$ cat src/logic/scem_pkg.sv
/*
 * Package for the synchronous character channel event, mask and status
 * block: register offsets, event bit positions, reset values, commands.
 * Assumes a 32-bit APB slave with one register per aligned word.
 */
package scem_pkg;

    localparam logic [7:0]  ADDR_EVENT      = 8'h00;
    localparam logic [7:0]  ADDR_MASK       = 8'h04;
    localparam logic [7:0]  ADDR_STATUS     = 8'h08;
    localparam logic [7:0]  ADDR_COMMAND    = 8'h0C;
    localparam logic [7:0]  ADDR_MODE       = 8'h10;
    localparam logic [7:0]  ADDR_DESC_BASE  = 8'h14;
    localparam logic [7:0]  ADDR_DESC_PTR   = 8'h18;
    localparam logic [7:0]  ADDR_RX_INFO    = 8'h1C;

    // Event bit positions
    localparam int          EVT_RX          = 0;
    localparam int          EVT_TX          = 1;
    localparam int          EVT_BSY         = 2;
    localparam int          EVT_RCH         = 3;
    localparam int          EVT_TXE         = 4;
    localparam int          EVT_GRA         = 7;
    localparam int          EVT_DCC         = 10;
    localparam logic [15:0] EVT_IMPL_MASK   = 16'h049F;

    localparam logic [15:0] EVENT_RESET     = 16'h0000;
    localparam logic [15:0] MASK_RESET      = 16'h0000;
    // Status bits 5..2 read as one
    localparam logic [7:0]  STATUS_FIXED    = 8'h3C;
    localparam int          STATUS_CS_BIT   = 1;

    // Command codes in write data bits 3:0
    localparam logic [3:0]  CMD_INIT_PARAMS = 4'h0;
    localparam logic [3:0]  CMD_GRACEFUL    = 4'h1;
    localparam logic [3:0]  CMD_HUNT        = 4'h2;
    localparam logic [3:0]  CMD_RESET_BCS   = 4'h3;

    // Mode register bits
    localparam int          MODE_TRANSP     = 0;
    localparam int          MODE_TX_EN      = 1;
    localparam int          MODE_RX_EN      = 2;

    localparam logic [15:0] MAX_RX_LEN_DEF  = 16'h0010;

    typedef enum logic [1:0]
    {
        RX_HUNT  = 2'b00,
        RX_DATA  = 2'b01,
        RX_ESC   = 2'b10,
        RX_BUSY  = 2'b11
    } scem_rx_state_t;

endpackage

$ cat src/logic/scem_edge_flag.sv
/*
 * One sticky event flag: hardware set, write-one clear, set wins.
 * Assumes pclk domain with asynchronous active-low reset.
 */
module scem_edge_flag
    import scem_pkg::*;
(
    input  wire logic pclk,
    input  wire logic presetn,
    input  wire logic set_evt,
    input  wire logic clr_evt,
    output logic      flag
);

    logic flag_reg;
    logic flag_next;

    always_comb
    begin
        flag_next = flag_reg;
        if (clr_evt)
        begin
            flag_next = 1'b0;
        end
        if (set_evt)
        begin
            flag_next = 1'b1;
        end
    end

    always_ff @(posedge pclk or negedge presetn)
    begin
        if (!presetn)
        begin
            flag_reg <= 1'b0;
        end
        else
        begin
            flag_reg <= flag_next;
        end
    end

    assign flag = flag_reg;

endmodule

$ cat src/logic/scem_top.sv
/*
 * Event, mask and line-status registers of a synchronous character
 * channel with receive control: check accumulation, escape stripping,
 * end-of-block detection, buffer closing and busy condition.
 * Assumes characters, events and carrier sense arrive synchronous to pclk.
 */
module scem_top
    import scem_pkg::*;
#(
    parameter int          MAX_RX_LEN = 16,
    parameter logic [7:0]  SYNC_CHAR  = 8'h33,
    parameter logic [7:0]  ESC_CHAR   = 8'h55,
    parameter logic [7:0]  ENQ_CHAR   = 8'h2D
)
(
    input  wire logic        pclk,
    input  wire logic        presetn,
    input  wire logic        psel,
    input  wire logic        penable,
    input  wire logic        pwrite,
    input  wire logic [7:0]  paddr,
    input  wire logic [31:0] pwdata,
    output logic [31:0]      prdata,
    output logic             pready,
    output logic             pslverr,
    input  wire logic        dpll_cs,
    input  wire logic        tx_msg_active,
    input  wire logic        tx_cts_lost,
    input  wire logic        tx_underrun,
    input  wire logic        tx_final_start,
    input  wire logic        rx_char_valid,
    input  wire logic [7:0]  rx_char,
    input  wire logic        rx_char_is_ctrl,
    input  wire logic        rx_buf_avail,
    output logic             irq,
    output logic             rx_wr_valid,
    output logic [7:0]       rx_wr_data,
    output logic             rx_buf_close,
    output logic             rx_bcs_expected,
    output logic             bcs_accum_en,
    output logic             bcs_accum_reset
);

    ////////////////////////////////////////////////////////////////////
    // Bus decode
    logic        wr_acc;
    logic        rd_acc;
    logic        addr_ok;
    logic [3:0]  cmd_code;
    assign wr_acc   = psel && penable && pwrite;
    assign rd_acc   = psel && penable && !pwrite;
    assign cmd_code = pwdata[3:0];
    assign addr_ok  = (paddr == ADDR_EVENT) || (paddr == ADDR_MASK)
                   || (paddr == ADDR_STATUS) || (paddr == ADDR_COMMAND)
                   || (paddr == ADDR_MODE) || (paddr == ADDR_DESC_BASE)
                   || (paddr == ADDR_DESC_PTR) || (paddr == ADDR_RX_INFO);

    logic cmd_wr;
    logic cmd_init;
    logic cmd_grace;
    logic cmd_hunt;
    logic cmd_rx_check_exclude;
    assign cmd_wr    = wr_acc && (paddr == ADDR_COMMAND);
    assign cmd_init  = cmd_wr && (cmd_code == CMD_INIT_PARAMS);
    assign cmd_grace = cmd_wr && (cmd_code == CMD_GRACEFUL);
    assign cmd_hunt  = cmd_wr && (cmd_code == CMD_HUNT);
    assign cmd_rx_check_exclude  = cmd_wr && (cmd_code == CMD_RESET_BCS);

    ////////////////////////////////////////////////////////////////////
    // Control registers
    logic [15:0] mask_reg;
    logic [15:0] mask_next;
    logic [2:0]  mode_reg;
    logic [2:0]  mode_next;
    logic [15:0] rx_base_reg;
    logic [15:0] rx_base_next;
    logic [15:0] tx_base_reg;
    logic [15:0] tx_base_next;
    logic [15:0] rx_ptr_reg;
    logic [15:0] rx_ptr_next;
    logic [15:0] tx_ptr_reg;
    logic [15:0] tx_ptr_next;
    logic        grace_pend_reg;
    logic        grace_pend_next;
    logic        cs_prev_reg;
    logic        grace_done;

    always_comb
    begin
        mask_next       = mask_reg;
        mode_next       = mode_reg;
        rx_base_next    = rx_base_reg;
        tx_base_next    = tx_base_reg;
        rx_ptr_next     = rx_ptr_reg;
        tx_ptr_next     = tx_ptr_reg;
        grace_pend_next = grace_pend_reg;
        grace_done      = 1'b0;
        if (wr_acc && paddr == ADDR_MASK)
        begin
            mask_next = pwdata[15:0];
        end
        if (wr_acc && paddr == ADDR_MODE)
        begin
            mode_next = pwdata[2:0];
        end
        if (wr_acc && paddr == ADDR_DESC_BASE)
        begin
            rx_base_next = pwdata[15:0];
            tx_base_next = pwdata[31:16];
        end
        if (cmd_init)
        begin
            rx_ptr_next = rx_base_reg;
            tx_ptr_next = tx_base_reg;
        end
        if (cmd_grace && !tx_msg_active)
        begin
            grace_done = 1'b1;
        end
        else if (cmd_grace)
        begin
            grace_pend_next = 1'b1;
        end
        if (grace_pend_reg && !tx_msg_active)
        begin
            grace_done      = 1'b1;
            grace_pend_next = 1'b0;
        end
    end

    always_ff @(posedge pclk or negedge presetn)
    begin
        if (!presetn)
        begin
            mask_reg       <= MASK_RESET;
            mode_reg       <= 3'h0;
            rx_base_reg    <= 16'h0000;
            tx_base_reg    <= 16'h0000;
            rx_ptr_reg     <= 16'h0000;
            tx_ptr_reg     <= 16'h0000;
            grace_pend_reg <= 1'b0;
            cs_prev_reg    <= 1'b0;
        end
        else
        begin
            mask_reg       <= mask_next;
            mode_reg       <= mode_next;
            rx_base_reg    <= rx_base_next;
            tx_base_reg    <= tx_base_next;
            rx_ptr_reg     <= rx_ptr_next;
            tx_ptr_reg     <= tx_ptr_next;
            grace_pend_reg <= grace_pend_next;
            cs_prev_reg    <= dpll_cs;
        end
    end

    ////////////////////////////////////////////////////////////////////
    // Receive control
    scem_rx_state_t rx_state_reg;
    scem_rx_state_t rx_state_next;
    logic [15:0]    rx_len_reg;
    logic [15:0]    rx_len_next;
    logic           wr_v_next;
    logic [7:0]     wr_d_next;
    logic           close_next;
    logic           bcs_exp_next;
    logic           acc_en_next;
    logic           acc_rst_next;
    logic           rch_set;
    logic           bsy_set;
    logic           is_ctrl;
    logic           transp;
    logic           take_char;
    assign transp = mode_reg[MODE_TRANSP];

    always_comb
    begin
        rx_state_next = rx_state_reg;
        rx_len_next   = rx_len_reg;
        wr_v_next     = 1'b0;
        wr_d_next     = rx_char;
        close_next    = 1'b0;
        bcs_exp_next  = rx_bcs_expected;
        acc_en_next   = 1'b0;
        acc_rst_next  = 1'b0;
        rch_set       = 1'b0;
        bsy_set       = 1'b0;
        is_ctrl       = 1'b0;
        take_char     = 1'b0;
        if (cmd_rx_check_exclude)
        begin
            acc_rst_next = 1'b1;
        end
        case (rx_state_reg)
            RX_HUNT:
            begin
                if (rx_char_valid && mode_reg[MODE_RX_EN] && rx_char != SYNC_CHAR)
                begin
                    rx_state_next = RX_DATA;
                    take_char     = 1'b1;
                end
            end
            RX_DATA:
            begin
                if (rx_char_valid && rx_char == SYNC_CHAR)
                begin
                    take_char = 1'b0;
                end
                else if (rx_char_valid && transp && rx_char == ESC_CHAR)
                begin
                    rx_state_next = RX_ESC;
                end
                else if (rx_char_valid)
                begin
                    take_char = 1'b1;
                    is_ctrl   = rx_char_is_ctrl && !transp;
                end
            end
            RX_ESC:
            begin
                if (rx_char_valid)
                begin
                    rx_state_next = RX_DATA;
                    take_char     = 1'b1;
                    is_ctrl       = rx_char_is_ctrl;
                end
            end
            RX_BUSY:
            begin
                rx_state_next = RX_BUSY;
            end
            default:
            begin
                rx_state_next = RX_HUNT;
            end
        endcase
        if (take_char && !rx_buf_avail)
        begin
            bsy_set       = 1'b1;
            rx_state_next = RX_BUSY;
        end
        else if (take_char)
        begin
            wr_v_next   = 1'b1;
            rch_set     = 1'b1;
            acc_en_next = !cmd_rx_check_exclude;
            rx_len_next = rx_len_reg + 16'h0001;
            if (is_ctrl)
            begin
                close_next    = 1'b1;
                bcs_exp_next  = (rx_char != ENQ_CHAR);
                rx_len_next   = 16'h0000;
                rx_state_next = RX_HUNT;
            end
            else if (rx_len_reg + 16'h0001 >= 16'(MAX_RX_LEN))
            begin
                close_next  = 1'b1;
                rx_len_next = 16'h0000;
            end
        end
        if (cmd_hunt)
        begin
            rx_state_next = RX_HUNT;
            rx_len_next   = 16'h0000;
        end
    end

    always_ff @(posedge pclk or negedge presetn)
    begin
        if (!presetn)
        begin
            rx_state_reg    <= RX_HUNT;
            rx_len_reg      <= 16'h0000;
            rx_wr_valid     <= 1'b0;
            rx_wr_data      <= 8'h00;
            rx_buf_close    <= 1'b0;
            rx_bcs_expected <= 1'b0;
            bcs_accum_en    <= 1'b0;
            bcs_accum_reset <= 1'b0;
        end
        else
        begin
            rx_state_reg    <= rx_state_next;
            rx_len_reg      <= rx_len_next;
            rx_wr_valid     <= wr_v_next;
            rx_wr_data      <= wr_d_next;
            rx_buf_close    <= close_next;
            rx_bcs_expected <= bcs_exp_next;
            bcs_accum_en    <= acc_en_next;
            bcs_accum_reset <= acc_rst_next;
        end
    end

    ////////////////////////////////////////////////////////////////////
    // Event flags
    logic [15:0] evt_set;
    logic [15:0] evt_clr;
    logic [15:0] event_flags_reg;
    always_comb
    begin
        evt_set          = 16'h0000;
        evt_set[EVT_DCC] = dpll_cs ^ cs_prev_reg;
        evt_set[EVT_GRA] = grace_done;
        evt_set[EVT_TXE] = tx_cts_lost || tx_underrun;
        evt_set[EVT_RCH] = rch_set;
        evt_set[EVT_BSY] = bsy_set;
        evt_set[EVT_TX]  = tx_final_start;
        evt_set[EVT_RX]  = close_next;
    end
    assign evt_clr = (wr_acc && paddr == ADDR_EVENT) ? pwdata[15:0] : 16'h0000;

    genvar gi;
    generate
        for (gi = 0; gi < 16; gi++)
        begin : g_flag
            if (EVT_IMPL_MASK[gi])
            begin : g_impl
                scem_edge_flag u_flag (
                    .pclk    (pclk),
                    .presetn (presetn),
                    .set_evt (evt_set[gi]),
                    .clr_evt (evt_clr[gi]),
                    .flag    (event_flags_reg[gi])
                );
            end
            else
            begin : g_rsv
                assign event_flags_reg[gi] = 1'b0;
            end
        end
    endgenerate

    ////////////////////////////////////////////////////////////////////
    // Interrupt and bus answer
    logic [31:0] rdata_next;
    logic [7:0]  line_status_reg;
    always_comb
    begin
        line_status_reg                = STATUS_FIXED;
        line_status_reg[STATUS_CS_BIT] = dpll_cs;
        rdata_next                     = 32'h0000_0000;
        case (paddr)
            ADDR_EVENT:     rdata_next = {16'h0000, event_flags_reg};
            ADDR_MASK:      rdata_next = {16'h0000, mask_reg};
            ADDR_STATUS:    rdata_next = {24'h000000, line_status_reg};
            ADDR_MODE:      rdata_next = {29'h0, mode_reg};
            ADDR_DESC_BASE: rdata_next = {tx_base_reg, rx_base_reg};
            ADDR_DESC_PTR:  rdata_next = {tx_ptr_reg, rx_ptr_reg};
            ADDR_RX_INFO:   rdata_next = {14'h0, rx_state_reg, rx_len_reg};
            default:        rdata_next = 32'h0000_0000;
        endcase
    end

    always_ff @(posedge pclk or negedge presetn)
    begin
        if (!presetn)
        begin
            prdata  <= 32'h0000_0000;
            pready  <= 1'b0;
            pslverr <= 1'b0;
            irq     <= 1'b0;
        end
        else
        begin
            prdata  <= (psel && !penable && !pwrite) ? rdata_next : prdata;
            pready  <= psel && !penable;
            pslverr <= psel && !penable && !addr_ok;
            irq     <= |(event_flags_reg & mask_reg);
        end
    end

    ////////////////////////////////////////////////////////////////////
    // Checks
    // 0x0013 enables bits 4, 1, 0
    chk_irq_follows: assert property (@(posedge pclk) disable iff (!presetn)
        1'b1 |=> irq == $past(|(event_flags_reg & mask_reg)))
        else $error("irq does not follow enabled flags");
    chk_clear_one: assert property (@(posedge pclk) disable iff (!presetn)
        (wr_acc && paddr == ADDR_EVENT && pwdata[EVT_RCH] && !rch_set)
        |=> !event_flags_reg[EVT_RCH])
        else $error("write one did not clear flag");
    chk_set_wins: assert property (@(posedge pclk) disable iff (!presetn)
        rch_set |=> event_flags_reg[EVT_RCH])
        else $error("char flag not set");
    chk_dcc_toggle: assert property (@(posedge pclk) disable iff (!presetn)
        $changed(dpll_cs) |=> ##1 event_flags_reg[EVT_DCC])
        else $error("carrier change missed");
    chk_grace_idle: assert property (@(posedge pclk) disable iff (!presetn)
        (cmd_grace && !tx_msg_active) |=> event_flags_reg[EVT_GRA])
        else $error("graceful stop not immediate");
    chk_txe_set: assert property (@(posedge pclk) disable iff (!presetn)
        (tx_cts_lost || tx_underrun) |=> event_flags_reg[EVT_TXE])
        else $error("tx error missed");
    chk_busy_discard: assert property (@(posedge pclk) disable iff (!presetn)
        bsy_set |=> !rx_wr_valid && event_flags_reg[EVT_BSY])
        else $error("busy char not discarded");
    chk_status_cs: assert property (@(posedge pclk) disable iff (!presetn)
        (psel && !penable && !pwrite && paddr == ADDR_STATUS)
        |=> prdata[7:0] == {STATUS_FIXED[7:2], $past(dpll_cs), 1'b0})
        else $error("status layout wrong");
    cov_busy: cover property (@(posedge pclk) bsy_set);
    cov_close: cover property (@(posedge pclk) rx_buf_close);
    cov_irq: cover property (@(posedge pclk) $rose(irq));

endmodule

$ cat config.mk
export PLATFORM = sky130hd
export DESIGN_NAME = scem_top
export DESIGN_NICKNAME = d
export VERILOG_FILES = /design/src/logic/scem_pkg.sv /design/src/logic/scem_edge_flag.sv /design/src/logic/scem_top.sv
export SDC_FILE = /design/constraint.sdc
export NUM_CORES = 1
export LEC_CHECK = 0
export ABC_AREA = 1
export ABC_CLOCK_PERIOD_IN_PS = 1660
export BUFFER_PORTS_ARGS = -buffer_cell sky130_fd_sc_hd__buf_2
export CAP_MARGIN = 25
export CORE_MARGIN = 8
export CORE_UTILIZATION = 37
export DETAILED_ROUTE_END_ITERATION = 6
export PLACE_DENSITY_LB_ADDON = 0.25
export SYNTH_ARGS = -nofsm -noshare
export SYNTH_HDL_FRONTEND = slang
export SYNTH_SLANG_ARGS = --single-unit
$ cat constraint.sdc
create_clock -name pclk -period 1.66 [get_ports pclk]
set_input_delay 0 -clock pclk [delete_from_list [all_inputs] [get_ports pclk]]
set_output_delay 0 -clock pclk [all_outputs]
set_load 0.01 [all_outputs]
## Yosys cells after proc, flatten, opt, wreduce, memory -nomap -nowiden

Cells that the tools add are included.

- Muxes and demuxes: 55
- $lt $le $gt $ge: 1
- Bitwise operators: 3
- Add/sub/neg operators: 1
- Reductions and logical operators: 54
- Equality and inequality tests: 19

Operators with widths:

| operator | count |
|---|---|
| 32-bit one-hot mux with 7 select lines | 1 |
| 16-bit two-way mux | 5 |
| 1-bit two-way mux | 37 |
| 8-bit by 5-bit == test with 1-bit output, second input constant | 4 |
| 1-bit logical AND | 23 |
| 2-bit nonzero test | 9 |
| 16-bit by 1-bit adder with 16-bit output, second input constant | 1 |
| 11-bit by 16-bit AND with 16-bit output | 1 |
| 8-bit by 4-bit == test with 1-bit output, second input constant | 2 |
| 16-bit by 5-bit >= comparator with 1-bit output, second input constant | 1 |
| 2-bit two-way mux | 8 |
| 8-bit by 6-bit != test with 1-bit output, second input constant | 2 |
| 16-bit OR reduction | 1 |
| 11-bit two-way mux | 1 |
| 4-bit by 2-bit == test with 1-bit output, second input constant | 2 |
| 8-bit by 3-bit == test with 1-bit output, second input constant | 1 |
| 8-bit by 6-bit == test with 1-bit output, second input constant | 1 |
| 8-bit by 7-bit == test with 1-bit output, second input constant | 1 |
| 8-bit zero test | 1 |
| 1-bit logical OR | 8 |
| 2-bit one-hot mux with 4 select lines | 1 |
| 1-bit zero test | 7 |
| 2-bit == test, second input constant | 2 |
| 4-bit by 1-bit == test with 1-bit output, second input constant | 1 |
| 11 further kinds | 12 |

- Register bits after elaboration: 158
- Logic and storage cells: 160
- Input bits: 61
- Output and inout port bits: 48

## Depth between registers and ports, before layout

Gate-level depths: netlist of the first run.

- Word-level depth: 10
- Gate-level depth with buffers: 13
- Gate-level depth less buffers: 13

## Modules after synthesis

Synthesis of the first run repeated with hierarchy kept, for this count alone.

- Cell total of the unflattened synthesis: 911
- Area total of the unflattened synthesis: 7342.0 µm²

Modules (own cells, without submodules):

| module | area an instance (µm²) | cells an instance | instances | sequential area each (µm²) |
|---|---|---|---|---|
| scem_top | 7061.8 | 876 | 1 | 3778.6 |
| scem_edge_flag | 40.0 | 5 | 7 | 25.0 |

## Worst setup path after synthesis of the first run

OpenSTA, ideal clock, no wires.

- Path kind: flip-flop to flip-flop
- Start point: register rx_len_reg[0]
- End point: register g_flag[0].g_impl.u_flag.flag_reg
- Library setup time: 124 ps
- Arrival: 1454 ps
- Path buffers: 0
- Slack: 82 ps
- Data required time: 1536 ps
- Cell stages (with the launch flop): 10
- Period minus slack after synthesis: 1578 ps
- Path through: dfrtp_1 ha_1 nand2_1 nor2_2 xor2_1 nand2_1 nor2_1 nand3_1 o21bai_1 nand2_1

- Word-level cells in the longest chain between the ends: 7
- Elaborated cells on any way between the ends: 8
- Classes of those cells: add/sub (1); order compare (1); mux (5); reduce/logical (1)

RTL lines:

| element | line | text |
|---|---|---|
| start, declared | scem_top.sv:161 | `logic [15:0] rx_len_reg;` |
| start signal, assigned | scem_top.sv:284 | `rx_len_reg <= rx_len_next;` |
| 16-bit by 1-bit adder with 16-bit output (*) | scem_top.sv:255 | `else if (rx_len_reg + 16'h0001 >= 16'(MAX_RX_LEN))` |
| 16-bit by 5-bit >= comparator with 1-bit output (*) | scem_top.sv:255 |  |
| 1-bit two-way mux (*) | scem_top.sv:255 |  |
| 1-bit two-way mux (*) | scem_top.sv:248 | `if (is_ctrl)` |
| 1-bit two-way mux (*) | scem_top.sv:242 | `else if (take_char)` |
| 1-bit two-way mux (*) | scem_top.sv:237 | `if (take_char && !rx_buf_avail)` |
| 1-bit two-way mux / 2-bit nonzero test (equally long branches) | - |  |
| end signal, assigned | scem_edge_flag.sv:39 | `flag_reg <= flag_next;` |
| end, declared | scem_edge_flag.sv:15 | `logic flag_reg;` |

Every way passes the cells marked *; elsewhere a longest branch is shown, timed or not.
A chain may end at the register's enable or synchronous reset.

## Worst setup path after layout of the first run

- Start point: register rx_len_reg[0]
- End point: register rx_buf_close

- Word-level cells in the longest chain between the ends: 6

RTL lines:

| element | line | text |
|---|---|---|
| 16-bit by 1-bit adder with 16-bit output | scem_top.sv:255 |  |
| 16-bit by 5-bit >= comparator with 1-bit output | scem_top.sv:255 |  |
| 1-bit two-way mux | scem_top.sv:255 |  |
| 1-bit two-way mux | scem_top.sv:248 |  |
| 1-bit two-way mux | scem_top.sv:242 |  |
| 1-bit two-way mux | scem_top.sv:237 |  |
| named net close_next | scem_top.sv:165 | `logic close_next;` |
| end signal, assigned | scem_top.sv:287 | `rx_buf_close <= close_next;` |
| end, declared | scem_top.sv:38 | `output logic rx_buf_close,` |

The timed path passes the listed nets, and every way through them passes these cells.

==> results of run 1 <==
==> through the flow <==
step                      cell area, um2  setup slack [ns]
final                               9650          -0.00827
after global routing                9650            -0.138
after CTS                           9560          -0.00380
after detailed placement            8390           -0.0314
after global placement              8390          -0.00645
after floorplan                     7250            0.0819
==> how the worst max path moves through the flow <==
stage                        startpoint                            to  slack (ns)  cells past startpoint
after floorplan           rx_len_reg[0]  g_flag[0].g_impl.u_flag.flag        0.08                      9
after global placement    rx_len_reg[7]  g_flag[0].g_impl.u_flag.flag      -0.006                      9
after detailed placement  rx_len_reg[0]  g_flag[0].g_impl.u_flag.flag       -0.03                      9
after CTS                 rx_len_reg[1]                  rx_buf_close      -0.004                     12
after global routing      rx_len_reg[0]                  rx_buf_close       -0.14                     12
final                     rx_len_reg[0]                  rx_buf_close      -0.008                     12
==> synth_stat cells, drive strengths merged (3+ instances only) <==
cell type	n	area share, %
o21ai	110	7.6
nand2	293	15
dfrtp	158	55
nand4	8	0.69
inv	108	5.6
buf	12	0.95
nor3	9	0.83
xor2	3	0.36
nor2	81	4.5
o2111ai	5	0.60
nand3	30	2.4
clkbuf	16	0.83
ha	6	1.0
o22ai	5	0.43
mux2	4	0.83
a21oi	32	2.2
==> cell families (layout without fill, tap and decap cells) <==
logic type	count (synthesis)	count (layout)	synth area share [%]
flops	158	158	54.5
simple gates	423	423	23.9
mux	4	4	0.828
buf+inv	138	345	7.49
xor+xnor	5	5	0.604
fa+ha+maj	6	6	1.04
compound gates	159	159	11.6
==> worst max-delay path: cells and delay by family, from the launching register on <==
family	cells	cell delay, ns
AOI/OAI and AO/OA	1	0.19
DFF	1	0.42
adders and majority gates	1	0.18
and+or+nand+nor	8	0.63
buffers and inverters	2	0.13
==> power breakdown <==
part	switching (uW)	internal (uW)	total (uW)
clock	1730	2270	4000
combinational	814	601	1420
sequential	145	4010	4160
total	2690	6880	9570
==> cell type report <==
type	count	area [um2]	share of cell area, %
inverter	110	417	4.32
tap	265	332	3.43
multi-input combinational	597	2860	29.6
clock inverter	14	168	1.74
timing repair buffer	203	1490	15.5
sequential	158	3960	41.0
clock buffer	18	429	4.45
==> repair_timing <==
item	in CTS	in global routing
hold buffers	51	0
pin swaps	9	14
hold endpoints to repair	230	0
buffers inserted	4	2
setup endpoints to repair	6	22
resized for setup	8	25
==> routing by layer <==
| metal | vias up | share of wire (%) | routed length [um] | track usage (%) |
|---|---|---|---|---|
| li1 | 3226 | - | - | - |
| met1 | 3011 | 46 | 9290 | 22.0 |
| met2 | 131 | 48 | 9690 | 28.6 |
| met3 | 26 | 3.6 | 732 | 3.55 |
| met4 | 0 | 1.8 | 365 | 5.82 |
| met5 | - | 0 | 0 | 0 |
==> impl_summary.md, run 1 <==
Setup path
The worst endpoint data arrival time is 1.98 ns. The critical path capture point type is a flip-flop. The most numerous cell type found on the critical path is sky130_fd_sc_hd__nand2_1. The signal on the critical path passes through ha_4 > nand3_2 > nor2_4 > nand2_1 > nand2_1 > nand2_1 > inv_1 > nand2_1 > nor2_1 > nand3_2 > o21bai_1 > inv_1. STA classifies the critical path startpoint as a flip-flop.

The endpoint identified for the worst register-to-register timing path is rx_buf_close. Across all register-to-register paths, the minimum setup slack is -0.008 ns. Of all nets on the critical path, the largest fanout is 4. Counting cells, the worst reg-to-reg path comes to 12. The required time of the critical path is 1.97 ns.

The library cell contributing the largest single delay on the critical path is sky130_fd_sc_hd__dfrtp_1. The delay contributed by the slowest stage of the critical path is 0.42 ns. By startpoint and endpoint, the worst setup path is classified as reg -> reg. The worst flop-to-flop path startpoint is rx_len_reg[0].

Global route
After global routing the overflow that remains totals 0. Entering global routing, the biggest net connects 61 pins. The global-route wire length before repair is 33000 um. The initial antenna violation count is 0.

The number of global-route vias before repair is 6386. The overall track demand over capacity in global routing is 17.3%.

Timing
The max-slew violation total from the final report is 0. Hold is met by 0.0698 ns. The total count of hold-check failures in the final report is 0. Once routing completed, OpenROAD measured the worst setup slack at -0.00827 ns. The pin slew with the least headroom to its limit is 0.448 ns. Counting I/O delays and the setup requirement, the final critical path takes 1.67 ns. Setup repair after global routing could not meet its margin everywhere. Between clock sinks in the finished design, the worst skew comes to 0.0107 ns. Setup total negative slack on the finished layout was measured at -0.0110 ns.

The share of the clock period used by the worst path after layout is 100%. The upper clock frequency limit is 599 MHz. The count of endpoints failing setup in the final report is 2.

The worst relative slew slack is 70.1%.

Logic synthesis
The number of different library cells used by synthesis comes to 35. The most common flop cell mapped by yosys is sky130_fd_sc_hd__dfrtp_1. The total of flip-flops plus latches after synthesis is 158. The post-synthesis instance area is 7250 um2.

For this run, the register share of the synthesized area comes to 54.5%. The number of nets in the synthesized netlist is 960. The Yosys warning count is 0. Averaged over all synthesized cells, the footprint is 8.12 um2. The post-synthesis async set-or-reset flop share is 100%. The number of synthesized flops with an enable pin is 0. In the synthesized netlist, the number of instances is 893.

Clocking
TritonCTS built the clock tree. The longest clock path from root to sink contains 2 buffers. The number of buffers created by CTS is 17. The clock reaches the later pin of the worst-skew pair after 0.43 ns.

The cell at the root of the clock tree is sky130_fd_sc_hd__clkbuf_16. The maximum level of the CTS H-tree is 4. The number of clock sinks is 158. The clock input transition at the sequential cells of the worst setup and hold paths is 0.07 ns.

Route
After the first detailed-routing iteration, the DRC count stood at 385. In the final routed layout, each cell accounts on average for 14.7 um. After detailed routing, the number of remaining DRC violations is 0. Summing over every cut layer, the via total after detailed routing is 6394. After detailed routing, the number of vias per cell comes to 4.68. Once detail routing completed, the nets flagged for antenna violations numbered 0. The number of search-and-repair iterations in the first detailed-routing pass is 4.

After detailed routing, the total wire length is 20100 um.

Layout
The finished layout holds 1365 standard cells, fillers aside. Once layout is complete, the utilization of the core stands at 49.9%. The register ranked first by flip-flop count is prdata. The post-route netlist has 21.1% of its cells at a drive strength greater than 1. The antenna diode count is 0. The final layout contains 1154 nets. The growth of design area from synthesis to finish is 33.1%. The most common cell after layout, fill and taps aside is sky130_fd_sc_hd__nand2_1. The top cell types in the final layout, fill and taps aside, are sky130_fd_sc_hd__nand2_1 (283), sky130_fd_sc_hd__dfrtp_1 (157), sky130_fd_sc_hd__buf_2 (107). The register with the most flip-flops in the layout has 32 of them. The number of inserted filler cells in the final layout is 1828.

Power and ir drop
The post-route total power is 9570 uW. The power density relative to cell area is 991 nW/um2. VDD sags by at most 0.693 mV. In this run the static leakage power is 0.00494 uW.

Die
Measured along the y axis, the die boundary spans 156 um. The I/O pin count is 109. The die is 156 um wide.

The effective utilization at floorplan is 37.5%. The core area is 19300 um2. The initialized floorplan defines 51 standard-cell rows. The die covers 24300 um2.

Placement
Once detailed placement completed, the half-perimeter wirelength came to 14300 um. The congestion estimate from routability-driven global placement came to 0.868. After detailed placement, the design holds a cell count of 1276. During placement, the flow inserted port buffers numbering 108.

Run status
The run finished, with violations left. The final reports fail on setup timing.

Worst hold path
In this run the worst hold path is classified as in -> async.

Job
The count of max-cap constraint violations is 0.
(Power assumes the default switching activity.)
==> run 2, diff against run 1 <==
--- a/config.mk
+++ b/config.mk
@@ -9,9 +9,10 @@
 export ABC_CLOCK_PERIOD_IN_PS = 1660
 export BUFFER_PORTS_ARGS = -buffer_cell sky130_fd_sc_hd__buf_2
 export CAP_MARGIN = 25
-export CORE_MARGIN = 8
+export CORE_MARGIN = 2
 export CORE_UTILIZATION = 37
 export DETAILED_ROUTE_END_ITERATION = 6
+export MAX_ROUTING_LAYER = met4
 export PLACE_DENSITY_LB_ADDON = 0.25
 export SYNTH_ARGS = -nofsm -noshare
 export SYNTH_HDL_FRONTEND = slang
==> impl_summary.md, run 2 (same netlist as run 1, synthesis figures left out) <==
Run status
The flow ran to the end, but the final reports show violations. The final reports fail on setup timing.

Clocking
The deepest clock path buffer count is 2. The number of buffers created by CTS is 17. The H-tree was split into 4 levels.

The clock input transition at the sequential cells of the worst setup and hold paths is 0.06 ns. TritonCTS built the clock tree. The cell at the root of the clock tree is sky130_fd_sc_hd__clkbuf_16. The later pin in the worst-skew pair is clocked with a latency of 0.43 ns.

The number of clock sinks is 158.

Timing
The worst relative slew slack is 71.2%. Setup repair after global routing could not meet its margin everywhere. The largest clock skew in the final design is 0.00756 ns. Of the available clock period, the critical path in the final layout requires 102%.

Setup violations remaining at the end of the flow were counted as 5. The total count of hold-check failures in the final report is 0. Across all setup checks in the final design, the least slack found is -0.0283 ns.

The pin slew with the least headroom to its limit is 0.427 ns. The smallest clock period supported by the final layout is computed as 1.69 ns. The max-slew violation total from the final report is 0. The upper clock frequency limit is 592 MHz.

Layout
The register with the most flip-flops in the layout has 32 of them. The net count reported at finish is 1147. The library cells used most frequently in the layout, excluding fill and tap cells, are sky130_fd_sc_hd__nand2_1 (284), sky130_fd_sc_hd__dfrtp_1 (155), sky130_fd_sc_hd__buf_2 (107).

The repair_antennas step left the layout with diodes totalling 0. Counting the fill cells in the layout gives 1888. For this run, the number of standard cells in the final layout without fillers is 1358. Leaving out fill and tap cells, the most frequent cell in the layout is sky130_fd_sc_hd__nand2_1. Summing all non-filler instances in the final layout gives an area of 9560 um2.

The register ranked first by flip-flop count is prdata. The growth of design area from synthesis to finish is 31.9%. In the final layout, the share of cells above drive strength 1 is 20.9%.

Job
Max-cap violations in this run came to 0.

Route
The final routed DRC violation total is 0. The total wire length after detailed routing is 19800 um. The number of DRC markers after the initial detailed-route iteration is 394. The first detailed-routing pass took 5 iterations. Once detail routing completed, the nets flagged for antenna violations numbered 0.

The routed layout has 6359 vias. Dividing the detail-routed via count by the number of cells gives 4.68. The average wire length per cell after detail routing is 14.6 um.

Die
Row generation in the floorplan step produced 51 rows. Once the floorplan was initialized, standard cells occupied 37.5% of the core. Measured along the y axis, the die boundary spans 144 um.

The floorplan die area is 20700 um2. The core area is 19300 um2. The I/O pin count is 109.

The x dimension of the die is 144 um.

Global route
Entering global routing, the biggest net connects 70 pins. The number of global-route vias before repair is 6052. The initial antenna violation count is 0. The global-route wire length before repair is 31400 um. The sum of overflow across all layers after global routing is 0. The overall track demand over capacity in global routing is 20.4%.

Setup path
The required time of the critical path is 2.03 ns. The worst setup path is launched from a flip-flop. Data arrives at the worst endpoint at 2.05 ns. The critical path is of the reg -> reg type. In this run the worst path has a maximum fanout of 4. The critical path capture point type is a flip-flop.

Power and ir drop
The post-route total power is 9370 uW. The leakage power summed over all cells is 0.00487 uW. The worst ir drop on vdd is 0.760 mV. The power density relative to cell area is 979 nW/um2.

Placement
The HPWL after detailed placement is 13600 um. The cell total after placement is 1270. At the end of routability-driven placement, the weighted congestion stood at 0.916. The count of buffers added on input and output ports is 108. The area of placed instances is 8320 um2.

Worst hold path
The class of the tightest hold or removal check is in -> async.
[run 2: changes by cell type in the layout (fill, tap and decap cells not counted), moves of 2 or more]
| cell | delta |
|---|---|
| sky130_fd_sc_hd__buf_4 | -7 |
| sky130_fd_sc_hd__inv_8 | +3 |
| sky130_fd_sc_hd__buf_12 | -2 |
| sky130_fd_sc_hd__bufinv_16 | -2 |
| sky130_fd_sc_hd__clkinv_2 | +2 |
| sky130_fd_sc_hd__clkinvlp_4 | -2 |
| sky130_fd_sc_hd__dfrtp_1 | -2 |
| sky130_fd_sc_hd__dfrtp_2 | +2 |
| sky130_fd_sc_hd__nand3_2 | -2 |
| sky130_fd_sc_hd__o21ai_0 | +2 |
| sky130_fd_sc_hd__o21ai_1 | -2 |
[run 2: routing by layer]
metal / share of wire [%] / GRT usage, % / vias to the layer above
met5: 0 / - / -
met4: 1.8 / 6.86 / 0
met3: 3.4 / 3.15 / 31
met2: 48 / 32.5 / 118
met1: 46 / 26.9 / 3022
li1: - / - / 3188
[run 2: per-stage QoR]
step | utilization (%) | worst slack [ns] | hold slack (ns) | setup TNS [ns]
6_report | 49.5 | -0.0283 | 0.0128 | -0.0996
2_1_floorplan | - | 0.0819 | -0.296 | 0
3_5_place_dp | 43.0 | -0.0528 | -0.101 | -0.580
4_1_cts | 49.0 | 0.00395 | 0.00238 | 0
3_3_place_gp | 43.0 | -0.00910 | -0.105 | -0.0170
5_1_grt | 49.5 | -0.120 | 0.0407 | -0.572
[run 2: power by group]
part           leakage (uW)  internal (uW)  switching (uW)
clock network      0.000285           2000            1800
logic               0.00255            586             803
registers           0.00203           4010             167
[run 2: what timing repair did]
action,in CTS,in global routing
cloned,0,0
pin swaps,4,12
setup buffers,0,4
setup endpoints to repair,20,21
gates resized for setup,15,19
hold endpoints to repair,230,0
hold buffers,52,0
[run 2: critical path, stage by stage (launching register included)]
cell                      delay (ns)
sky130_fd_sc_hd__dfrtp_1        0.42
sky130_fd_sc_hd__ha_4           0.20
sky130_fd_sc_hd__nand2_2        0.08
sky130_fd_sc_hd__nor2_4         0.14
sky130_fd_sc_hd__nand2_1        0.08
sky130_fd_sc_hd__xor2_1         0.14
sky130_fd_sc_hd__nor2_1         0.12
sky130_fd_sc_hd__nand3_2        0.14
sky130_fd_sc_hd__nor2_4         0.18
sky130_fd_sc_hd__nand2_1        0.07
sky130_fd_sc_hd__nand2_1        0.06
[run 2: worst paths after layout]
kind	start	to	slack, ns	cells after the start
hold reg to reg	prdata[0]	prdata[0]	0.48	2
hold / removal	presetn	mode_reg[0]	0.01	2
setup / recovery	rx_len_reg[0]	rx_len_reg[3]	-0.03	10
setup reg to reg	rx_len_reg[0]	rx_len_reg[3]	-0.03	10
max in group asynchronous	presetn	rx_base_reg[1]	0.84	3
min in group pclk	pwrite	prdata[27]	0.02	5
[run 2: cell type report]
type	instances	area [um2]	area share, %
well taps	265	332	3.47
multi-input cells	597	2870	30.0
repair buffers	196	1420	14.9
clock inverters	15	144	1.50
flip-flops and latches	158	3960	41.4
inverters	110	417	4.36
clock buffers	17	425	4.45
